[src/logic/rec_pkg.sv]
package rec_pkg;
  // Cell array geometry
  localparam int ROWS = 128;
  localparam int COLS = 4;
  localparam int ROW_W = 7;
  localparam int PARAM_ROWS = 64;

  // Parameter bit positions within the voted vector
  localparam int FAULT_LVL_BIT = 0;
  localparam int LOCK_BIT = 1;
  localparam int DRIVE_LSB = 2;
  localparam int RANGE_LSB = 4;
  localparam int FINE_LSB = 7;
  localparam int CURV_LSB = 15;
  localparam int PARITY_BIT = 63;
  localparam logic [1:0] DRIVE_FACTORY = 2'h1;

  // Spare rows, all four cells raw
  localparam int ID_ROW_FIRST = 64;
  localparam int SERIAL_ROW_FIRST = 80;
  localparam int LUT_ROW_FIRST = 86;
  localparam int CRC_ROW_FIRST = 120;

  // Serial frame: command, row, data, first bit first
  localparam int FRAME_BITS = 13;
  localparam logic [3:0] FRAME_LAST = 4'hc;
  localparam logic [1:0] CMD_WRITE = 2'h1;
  localparam logic [1:0] CMD_READ = 2'h2;
  localparam logic [1:0] LVL_LOW = 2'h0;
  localparam logic [1:0] LVL_MID = 2'h1;
  localparam logic [1:0] LVL_HIGH = 2'h2;

  // Timing
  localparam int CLK_MHZ = 200;
  localparam int WRITE_TIME_NS = 10000;
  localparam int WRITE_CYCLES = (WRITE_TIME_NS * CLK_MHZ + 999) / 1000;
  localparam int READ_BIT_NS = 500;
  localparam int READ_BIT_CYCLES = (READ_BIT_NS * CLK_MHZ + 999) / 1000;
  localparam logic [11:0] WRITE_LAST = 12'(WRITE_CYCLES - 1);
  localparam logic [11:0] READ_BIT_LAST = 12'(READ_BIT_CYCLES - 1);

  // Register port
  localparam int ADDR_W = 8;
  localparam logic [7:0] REG_STATUS = 8'h00;
  localparam logic [7:0] REG_MASK = 8'h04;
  localparam logic [7:0] REG_CONFIG = 8'h08;
  localparam logic [7:0] REG_SESSION = 8'h0c;
  localparam logic [7:0] REG_ARRAY_SEL = 8'h10;
  localparam logic [7:0] REG_ARRAY_DATA = 8'h14;

  // Event bits of status and mask
  localparam int EV_PARITY = 0;
  localparam int EV_LOCK_REFUSED = 1;
  localparam int EV_WRITE_DONE = 2;
  localparam int EV_READ_DONE = 3;
  localparam int EV_CELL_MISMATCH = 4;
  localparam int EV_W = 5;
  localparam logic [4:0] STATUS_RST = 5'h00;
  localparam logic [4:0] MASK_RST = 5'h00;

  typedef enum logic [3:0] {
    ST_OFF = 4'h1,
    ST_LISTEN = 4'h2,
    ST_WRITE = 4'h4,
    ST_READ = 4'h8
  } rec_state_t;

  // Factory image: drive field at 1, parity kept even
  function automatic logic [ROWS-1:0][COLS-1:0] rec_factory();
    logic [ROWS-1:0][COLS-1:0] img;
    img = '0;
    img[DRIVE_LSB] = 4'h7;
    img[PARITY_BIT] = 4'h7;
    return img;
  endfunction

  localparam logic [ROWS-1:0][COLS-1:0] FACTORY_IMAGE = rec_factory();
endpackage

[src/logic/rec_vote3.sv]
`timescale 1ns/1ps
module rec_vote3 #(
  parameter int W = 64
) (
  input wire logic [W-1:0] copy_a_in,
  input wire logic [W-1:0] copy_b_in,
  input wire logic [W-1:0] copy_c_in,
  output logic [W-1:0] vote_out,
  output logic [W-1:0] mismatch_out
);
  // Two of three decide; one flipped cell is outvoted
  assign vote_out = (copy_a_in & copy_b_in) | (copy_a_in & copy_c_in) | (copy_b_in & copy_c_in);
  assign mismatch_out = (copy_a_in ^ copy_b_in) | (copy_a_in ^ copy_c_in);
endmodule

[src/logic/rec_config_store.sv]
// Local design decisions: the register offsets and the address-and-strobe port.
`timescale 1ns/1ps
// Function
// - Parity error drives output to diagnostic low or high per fault level select.
// - Each parameter bit held in three cells, value by majority vote.
// - A flip of two or all three cells corrupts a bit; parity guard then forces diagnostic level.
// - Array is four columns by 128 rows; copies of a bit share a row.
// - Customer serial bits are stored raw, without copies or voting.
// - Spare cells never influence operating behaviour.
// - Spare cells hold CRC bits guarding factory ID and lookup data.
// - Two-bit output drive field sets amplifier current, factory value 1.
// - Lock bit set at session entry opens program mode read-only and blocks every memory change.
// - Raised programming supply puts the device into program mode.
// - Serial data arrive tri-level self-clocked on output pin, sampled at bit start.
// - Read command answered by modulating supply current with memory contents.
// - Each die holds a factory ID plus user serial storage.
// - Three drift fields set compensation; lookup table kept readable.
// - Memory stays readable whether or not locked.
module rec_config_store (
  input wire logic sys_clk_in,
  input wire logic rst_n_in,
  input wire logic prog_supply_high_in,
  input wire logic [1:0] pin_level_in,
  input wire logic [rec_pkg::ADDR_W-1:0] reg_addr_in,
  input wire logic [31:0] reg_wdata_in,
  input wire logic reg_wr_in,
  input wire logic reg_rd_in,
  output logic [31:0] reg_rdata_out,
  output logic irq_out,
  output logic diag_active_out,
  output logic diag_high_out,
  output logic fault_level_select_out,
  output logic memory_lock_bit_out,
  output logic [1:0] output_drive_out,
  output logic [2:0] drift_range_select_out,
  output logic [7:0] drift_fine_adjust_out,
  output logic [3:0] drift_curvature_adjust_out,
  output logic prog_mode_out,
  output logic supply_current_mod_out
);
  import rec_pkg::*;

  typedef struct packed {
    logic [ROWS-1:0][COLS-1:0] cells;
    rec_state_t state;
    logic prog_mode;
    logic read_only;
    logic [1:0] lvl_prev;
    logic [3:0] bit_cnt;
    logic [FRAME_BITS-1:0] shreg;
    logic [11:0] cnt;
    logic [ROW_W-1:0] row;
    logic [COLS-1:0] data;
    logic [1:0] rd_bits;
    logic cur_mod;
    logic [EV_W-1:0] status;
    logic [EV_W-1:0] mask;
    logic [ROW_W-1:0] array_sel;
    logic [31:0] rdata;
    logic irq;
    logic diag_active;
    logic diag_high;
    logic fault_lvl;
    logic lock;
    logic [1:0] drive;
    logic [2:0] range;
    logic [7:0] fine;
    logic [3:0] curv;
  } rec_q_t;

  rec_q_t q;
  rec_q_t d;

  logic [PARAM_ROWS-1:0] copy_a;
  logic [PARAM_ROWS-1:0] copy_b;
  logic [PARAM_ROWS-1:0] copy_c;
  logic [PARAM_ROWS-1:0] voted;
  logic [PARAM_ROWS-1:0] mism;
  logic parity_err;
  logic lvl_edge;
  logic [FRAME_BITS-1:0] frame_next;
  logic [EV_W-1:0] events;
  logic [EV_W-1:0] w1c;

  function automatic logic reg_hit(input logic [ADDR_W-1:0] addr, input logic [ADDR_W-1:0] off);
    return addr == off;
  endfunction

  // Only parameter rows feed the voter; spare rows reach no control path
  for (genvar i = 0; i < PARAM_ROWS; i++) begin : g_copies
    assign copy_a[i] = q.cells[i][0];
    assign copy_b[i] = q.cells[i][1];
    assign copy_c[i] = q.cells[i][2];
  end

  rec_vote3 #(
    .W(PARAM_ROWS)
  ) u_vote (
    .copy_a_in(copy_a),
    .copy_b_in(copy_b),
    .copy_c_in(copy_c),
    .vote_out(voted),
    .mismatch_out(mism)
  );

  // Even parity over all voted parameter bits
  assign parity_err = ^voted;
  // Bit start: line leaves the idle middle level
  assign lvl_edge = q.prog_mode && q.lvl_prev == LVL_MID &&
                    (pin_level_in == LVL_LOW || pin_level_in == LVL_HIGH);
  assign frame_next = {q.shreg[FRAME_BITS-2:0], pin_level_in == LVL_HIGH};

  always_comb begin
    d = q;
    events = '0;
    w1c = '0;
    d.lvl_prev = pin_level_in;
    if (!prog_supply_high_in) begin
      d.state = ST_OFF;
      d.prog_mode = 1'b0;
      d.read_only = 1'b0;
      d.bit_cnt = '0;
      d.cur_mod = 1'b0;
    end else begin
      case (q.state)
        ST_OFF: begin
          // Raised supply seen: session opens, read-only when locked
          d.state = ST_LISTEN;
          d.prog_mode = 1'b1;
          d.read_only = voted[LOCK_BIT];
          d.bit_cnt = '0;
        end
        ST_LISTEN: begin
          if (lvl_edge) begin
            d.shreg = frame_next;
            if (q.bit_cnt == FRAME_LAST) begin
              d.bit_cnt = '0;
              d.row = frame_next[10:4];
              d.cnt = '0;
              if (frame_next[12:11] == CMD_WRITE) begin
                if (q.read_only) begin
                  events[EV_LOCK_REFUSED] = 1'b1;
                end else begin
                  d.data = frame_next[3:0];
                  d.state = ST_WRITE;
                end
              end else if (frame_next[12:11] == CMD_READ) begin
                // Raw cells returned, locked or not
                d.data = q.cells[frame_next[10:4]];
                d.rd_bits = '0;
                d.state = ST_READ;
              end
            end else begin
              d.bit_cnt = q.bit_cnt + 4'h1;
            end
          end
        end
        ST_WRITE: begin
          if (q.cnt == WRITE_LAST) begin
            d.cells[q.row] = q.data;
            events[EV_WRITE_DONE] = 1'b1;
            d.state = ST_LISTEN;
            d.cnt = '0;
          end else begin
            d.cnt = q.cnt + 12'h001;
          end
        end
        ST_READ: begin
          if (q.cnt == READ_BIT_LAST) begin
            d.cnt = '0;
            if (q.rd_bits == 2'h3) begin
              events[EV_READ_DONE] = 1'b1;
              d.state = ST_LISTEN;
            end else begin
              d.rd_bits = q.rd_bits + 2'h1;
              d.data = {q.data[COLS-2:0], 1'b0};
            end
          end else begin
            d.cnt = q.cnt + 12'h001;
          end
        end
        default: begin
          d.state = ST_OFF;
        end
      endcase
    end
    // Current load follows the bit being returned, MSB first
    d.cur_mod = (d.state == ST_READ) ? d.data[COLS-1] : 1'b0;

    // Voted settings drive the analog path
    d.fault_lvl = voted[FAULT_LVL_BIT];
    d.lock = voted[LOCK_BIT];
    d.drive = voted[DRIVE_LSB +: 2];
    d.range = voted[RANGE_LSB +: 3];
    d.fine = voted[FINE_LSB +: 8];
    d.curv = voted[CURV_LSB +: 4];
    d.diag_active = parity_err;
    d.diag_high = voted[FAULT_LVL_BIT];
    events[EV_PARITY] = parity_err;
    events[EV_CELL_MISMATCH] = |mism;

    if (reg_wr_in) begin
      if (reg_hit(reg_addr_in, REG_STATUS)) begin
        w1c = reg_wdata_in[EV_W-1:0];
      end else if (reg_hit(reg_addr_in, REG_MASK)) begin
        d.mask = reg_wdata_in[EV_W-1:0];
      end else if (reg_hit(reg_addr_in, REG_ARRAY_SEL)) begin
        d.array_sel = reg_wdata_in[ROW_W-1:0];
      end
    end
    // New event wins over a clear in the same cycle
    d.status = (q.status & ~w1c) | events;
    d.irq = |(d.status & d.mask);

    d.rdata = '0;
    if (reg_rd_in) begin
      if (reg_hit(reg_addr_in, REG_STATUS)) begin
        d.rdata = {27'h0, q.status};
      end else if (reg_hit(reg_addr_in, REG_MASK)) begin
        d.rdata = {27'h0, q.mask};
      end else if (reg_hit(reg_addr_in, REG_CONFIG)) begin
        d.rdata = {13'h0, q.curv, q.fine, q.range, q.drive, q.lock, q.fault_lvl};
      end else if (reg_hit(reg_addr_in, REG_SESSION)) begin
        d.rdata = {26'h0, q.state, q.read_only, q.prog_mode};
      end else if (reg_hit(reg_addr_in, REG_ARRAY_SEL)) begin
        d.rdata = {25'h0, q.array_sel};
      end else if (reg_hit(reg_addr_in, REG_ARRAY_DATA)) begin
        // ID, serial, lookup and CRC rows read back unvoted
        d.rdata = {28'h0, q.cells[q.array_sel]};
      end
    end
  end

  always_ff @(posedge sys_clk_in or negedge rst_n_in) begin
    if (!rst_n_in) begin
      q <= '0;
      q.cells <= FACTORY_IMAGE;
      q.state <= ST_OFF;
      q.lvl_prev <= LVL_MID;
      q.status <= STATUS_RST;
      q.mask <= MASK_RST;
      q.drive <= DRIVE_FACTORY;
    end else begin
      q <= d;
    end
  end

  assign reg_rdata_out = q.rdata;
  assign irq_out = q.irq;
  assign diag_active_out = q.diag_active;
  assign diag_high_out = q.diag_high;
  assign fault_level_select_out = q.fault_lvl;
  assign memory_lock_bit_out = q.lock;
  assign output_drive_out = q.drive;
  assign drift_range_select_out = q.range;
  assign drift_fine_adjust_out = q.fine;
  assign drift_curvature_adjust_out = q.curv;
  assign prog_mode_out = q.prog_mode;
  assign supply_current_mod_out = q.cur_mod;
endmodule

[config.mk]
export PLATFORM = sky130hd
export DESIGN_NAME = rec_config_store
export DESIGN_NICKNAME = d
export VERILOG_FILES = /design/src/logic/rec_pkg.sv /design/src/logic/rec_vote3.sv /design/src/logic/rec_config_store.sv
export SDC_FILE = /design/constraint.sdc
export NUM_CORES = 1
export LEC_CHECK = 0
export BUFFER_PORTS_ARGS = -buffer_cell sky130_fd_sc_hd__buf_4
export CAP_MARGIN = 20
export CORE_MARGIN = 10
export CORE_UTILIZATION = 30
export CTS_BUF_LIST = sky130_fd_sc_hd__clkbuf_4
export DETAILED_ROUTE_END_ITERATION = 6
export GPL_TIMING_DRIVEN = 0
export HOLD_SLACK_MARGIN = 0.15
export MAX_ROUTING_LAYER = met4
export PLACE_DENSITY = 0.44
export SYNTH_ARGS = -nofsm -noshare
export SYNTH_HDL_FRONTEND = slang
export SYNTH_SLANG_ARGS = --single-unit
[constraint.sdc]
create_clock -name sys_clk_in -period 2.6 [get_ports sys_clk_in]
set_input_delay 0.13 -clock sys_clk_in [delete_from_list [all_inputs] [get_ports sys_clk_in]]
set_output_delay 0.13 -clock sys_clk_in [all_outputs]
set_load 0.01 [all_outputs]
Yosys cells after proc, flatten, opt, wreduce, memory -nomap -nowiden --
Cells that the tools add are included.
Operators by class: order comparisons 4, equality and inequality tests 29, bitwise logic cells 14, muxes and demuxes 60, add/subtract/negate cells 3, reduce and logical (&&, ||, !) cells 19
Operators with widths (number):
- 512-bit bitwise mux | 1
- 64-bit AND | 3
- 64-bit OR | 3
- 64-bit XOR | 2
- 19-bit 2-to-1 mux | 4
- 4-bit 2-to-1 mux | 16
- 64-bit OR reduction | 1
- 64-bit parity | 1
- 4-bit binary-select mux with 7-bit select | 2
- 12-bit 2-to-1 mux | 4
- 42-bit 2-to-1 mux | 1
- 12-bit one-hot mux with 3 select lines | 1
- 6-bit 2-to-1 mux | 5
- 4-bit demux with 7-bit select | 1
- 7-bit 2-to-1 mux | 4
- 25-bit 2-to-1 mux | 1
- 7-bit by 8-bit less-than comparator with 1-bit output (second input constant) | 3
- 8-bit by 4-bit equality test with 1-bit output (second input constant) | 2
- 8-bit by 5-bit equality test with 1-bit output (second input constant) | 2
- 4-bit one-hot mux with 4 select lines | 1
- 8-bit AND reduction | 2
- 5-bit 2-to-1 mux | 3
- 12-bit by 1-bit adder with 12-bit output (second input constant) | 1
- 12-bit by 11-bit equality test with 1-bit output (second input constant) | 1
- other kinds (34) | 64
Storage, ports and cells: flip-flop bits (word level) 633, output and inout bits 56

Longest topological paths before layout --
depth in word-level cells 9, gate-level depth with buffers 13, gate-level depth less buffers 10

Modules after synthesis --
From an unflattened synthesis, not the netlist that was laid out.
Second synthesis, totals: cell total of the unflattened synthesis 2625, area, all modules 35916.9 um^2
By module, submodules not included:
- rec_config_store | area an instance 33354.5 um^2, instances 1, cells each 2369
- rec_vote3 | area an instance 2562.5 um^2, instances 1, cells each 256

Worst setup path after synthesis --
Ideal clock, no wire load.
path type reg-to-reg, from reg q[54] in the netlist's numbering, to reg q, in the netlist reg_rdata_out[0], path buffers 4, path slack -0.036 ns, arrival time 2.509 ns, clock period less this slack 2.636 ns, stages on the path, launching flop included 11, cell sequence dfrtp_1 > buf_2 > buf_6 > buf_2 > buf_2 > mux4_2 > mux4_2 > mux2i_1 > a22oi_1 > o211ai_1 > a21oi_1
RTL lines:
- from (decl) | RTL line rec_config_store.sv:71 | rec_q_t q;

==> impl_metrics.json <==
{
  "status": "complete, but fails checks",
  "violations": "negative setup slack",
  "setup_ws_ns": -0.586,
  "skew_ns": 0.107,
  "initial_utilization": 0.303,
  "dp.final_hpwl_um": 105000,
  "p_per_area_mw_per_mm2": 417,
  "cts_max_path_buffers": 3,
  "grt.overflow.total": 0,
  "drt_iter0_drc": 2598,
  "synth_top_family_by_area": "multiplexers",
  "nets": 3320,
  "slew_headroom": 0.0571,
  "worstHoldStart": "prog_supply_high_in",
  "synth_compound_area_frac": 0.0587,
  "critPathKind": "register to register",
  "netlist_instances": 2620,
  "synth.distinct_cells": 68,
  "gp_congestion": 0.908,
  "die-height_um": 363,
  "ys.flop_type": "dfrtp_1",
  "rsz0062_at_grt": "yes",
  "grt_pass1_vias": 27740,
  "num_rows": 125,
  "fin_crit_ns": 3.19,
  "cp_max_fo": 7,
  "grt_util_all_layers": 0.229,
  "yosys.area_share.simple": 0.0633,
  "drive_above_1_share": 0.566,
  "wl_per_cell_um": 31.6,
  "setup_viol": 406,
  "route.detailed.drc": 0,
  "core_area_mm2": 0.117,
  "slew_violations": 0,
  "fin_util": 0.409,
  "worstSetupStartpoint": "q[54]$_DFFE_PN0P_",
  "arrival_ns": 4.16,
  "r2r_slack_ns": -0.59,
  "die_area_mm2": 0.132,
  "start_kind": "register",
  "portBuffers": 62,
  "drt_wl_total_um": 151000,
  "syn2layout_area_growth_pct": 35.2,
  "cts_tree": "yes",
  "antenna_found_initial": 7,
  "synth_top_area_cell": "dfrtp_1",
  "cts_sinks": 619,
  "first_pass_iters": 6,
  "grt_max_degree": 119,
  "async_flop_share": 1.00,
  "io-pin-count": 103,
  "yosys-top-cells-area": "dfrtp_1, mux4_2, mux2_2",
  "grt_pass1_wl_um": 210000,
  "fp.dieW_um": 363,
  "clkLatencyLatePin_ns": 1.14,
  "peakVddDrop_uv": 393,
  "fmax_mhz": 314,
  "cts-root-buf": "clkbuf_4",
  "seq_area_frac_synth": 0.439,
  "final_common_cell": "dfrtp_1",
  "leakagePower_nw": 21.0,
  "instances_no_fill": 4785,
  "avgViaCountPerCell": 5.76,
  "synth_enable_flop_cells": 0,
  "fin_tns_setup_ns": -45.12,
  "hold_path_class": "primary input to register",
  "required_ns": 3.58,
  "worst_slew_pin_slew_ns": 1.41,
  "synth_fa_ha_area_frac": 0.0475,
  "vias": 27546,
  "place_inst": 4241,
  "yosysWarningCount": 0,
  "synth_area_mm2": 0.0353,
  "h-tree-depth": 4,
  "cts.clk_slew.worst_paths_ns": 0.06,
  "synth_xor_area_frac": 0.0171,
  "drv_cap": 0,
  "seq_area_mm2": 0.0155,
  "most-common-layout-cells": "dfrtp_1, mux4_2, mux2_2",
  "ys_seq_elements": 619,
  "multiInputGateArea_mm2": 0.0224,
  "end_kind": "register",
  "num-fill-cells": 10748,
  "ant_nets": 0,
  "syn_avg_cell_area_um2": 13.5,
  "fin_crit_sh": 1.23,
  "cts_made_buffers": 181,
  "rr_startpoint": "q[54]$_DFFE_PN0P_",
  "yosysTopAreaCellShare": 0.433,
  "hold_viol_final": 0,
  "muxShareOfSynthArea": 0.341
}
synthesized netlist by cell type, drive strengths merged (18+ instances only):
cell,instances
a211o,18
a211oi,52
a21oi,32
a22oi,32
and2,24
buf,115
clkbuf,95
dfrtp,610
ha,134
mux2,434
mux2i,20
mux4,308
nand2,282
nor2,59
nor4,38
o21ai,147
xnor2,36
worst paths after layout:
check	endpoint	cells past startpoint
worst max-delay path	reg_rdata_out[0]$_DFF_PN0_	8
worst min-delay path	q[77]$_DFF_PN0_	4
worst max register to register	reg_rdata_out[0]$_DFF_PN0_	8
worst min register to register	reg_rdata_out[8]$_DFF_PN0_	1
max in group asynchronous	copy_b[24]$_DFFE_PN0P_	6
min in group asynchronous	q[481]$_DFFE_PN0P_	4
kinds of logic after synthesis:
kind of cell             after synthesis
flip-flops                           619
other                                  1
XOR/XNOR                              56
multiplexers                         762
AND/OR/NAND/NOR                      494
AO/OA/AOI/OAI                        330
buffers and inverters                224
adder cells (fa/ha/maj)              134
state kept, by name, indices dropped and copies added (netlist names), 2 cells and up:
signal,cells
q,373
copy_a,64
copy_b,64
copy_c,64
reg_rdata_out,19
frame_next,12
drift_fine_adjust_out,8
drift_curvature_adjust_out,4
drift_range_select_out,3
output_drive_out,2
routing by layer:
metal,wire [µm],track usage,up-vias
met5,0,-,-
met4,8200,0.103,0
met3,14300,0.0599,423
met2,67800,0.341,1484
met1,61000,0.291,14442
li1,-,-,11197
cell type report:
| type | count | area share |
|---|---|---|
| timing repair buffer | 331 | 0.0794 |
| clock buffer | 240 | 0.0378 |
| multi-input combinational | 1789 | 0.470 |
| buffer | 203 | 0.0385 |
| clock inverter | 53 | 0.00748 |
| inverter | 14 | 0.00110 |
| tap | 1524 | 0.0400 |
| sequential | 619 | 0.325 |
| antenna | 12 | 0.000630 |
critical path, cell delays in order (launching register included):
cell and delay (ns):
dfrtp_1 0.35, buf_6 0.16, buf_12 0.18, buf_16 0.16, mux4_2 0.56, mux4_2 0.59
mux4_2 0.59, o211ai_1 0.32, a21oi_1 0.13
report_power, final:
group / switching (W) / internal [W] / leakage [nW]
sequential: 0.0000410 / 0.00966 / 8.58
clock: 0.00458 / 0.00473 / 1.27
combinational: 0.000549 / 0.000321 / 11.2
total: 0.00517 / 0.0147 / 21.0
stage by stage:
step | hold slack [ns] | worst slack [ns] | power, W | cell area, µm²
6_report | 0.212 | -0.586 | 0.0199 | 47700
5_1_grt | 0.217 | -0.552 | 0.0207 | 47700
4_1_cts | 0.151 | -0.466 | 0.0201 | 44600
3_5_place_dp | 0.190 | -2.13 | 0.0106 | 38100
3_3_place_gp | 0.283 | -5.60 | 0.0106 | 37700
2_1_floorplan | -0.166 | 0.0205 | 0.0102 | 35300
repair_timing:
item	CTS	global route
pin swaps	74	152
hold buffers	46	1
setup endpoints to repair	542	725
endpoints found under the hold margin	421	11
buffers inserted	98	91
gates cloned	12	3
resized for setup	693	567
No activity file was read; power rests on OpenSTA's default activity.
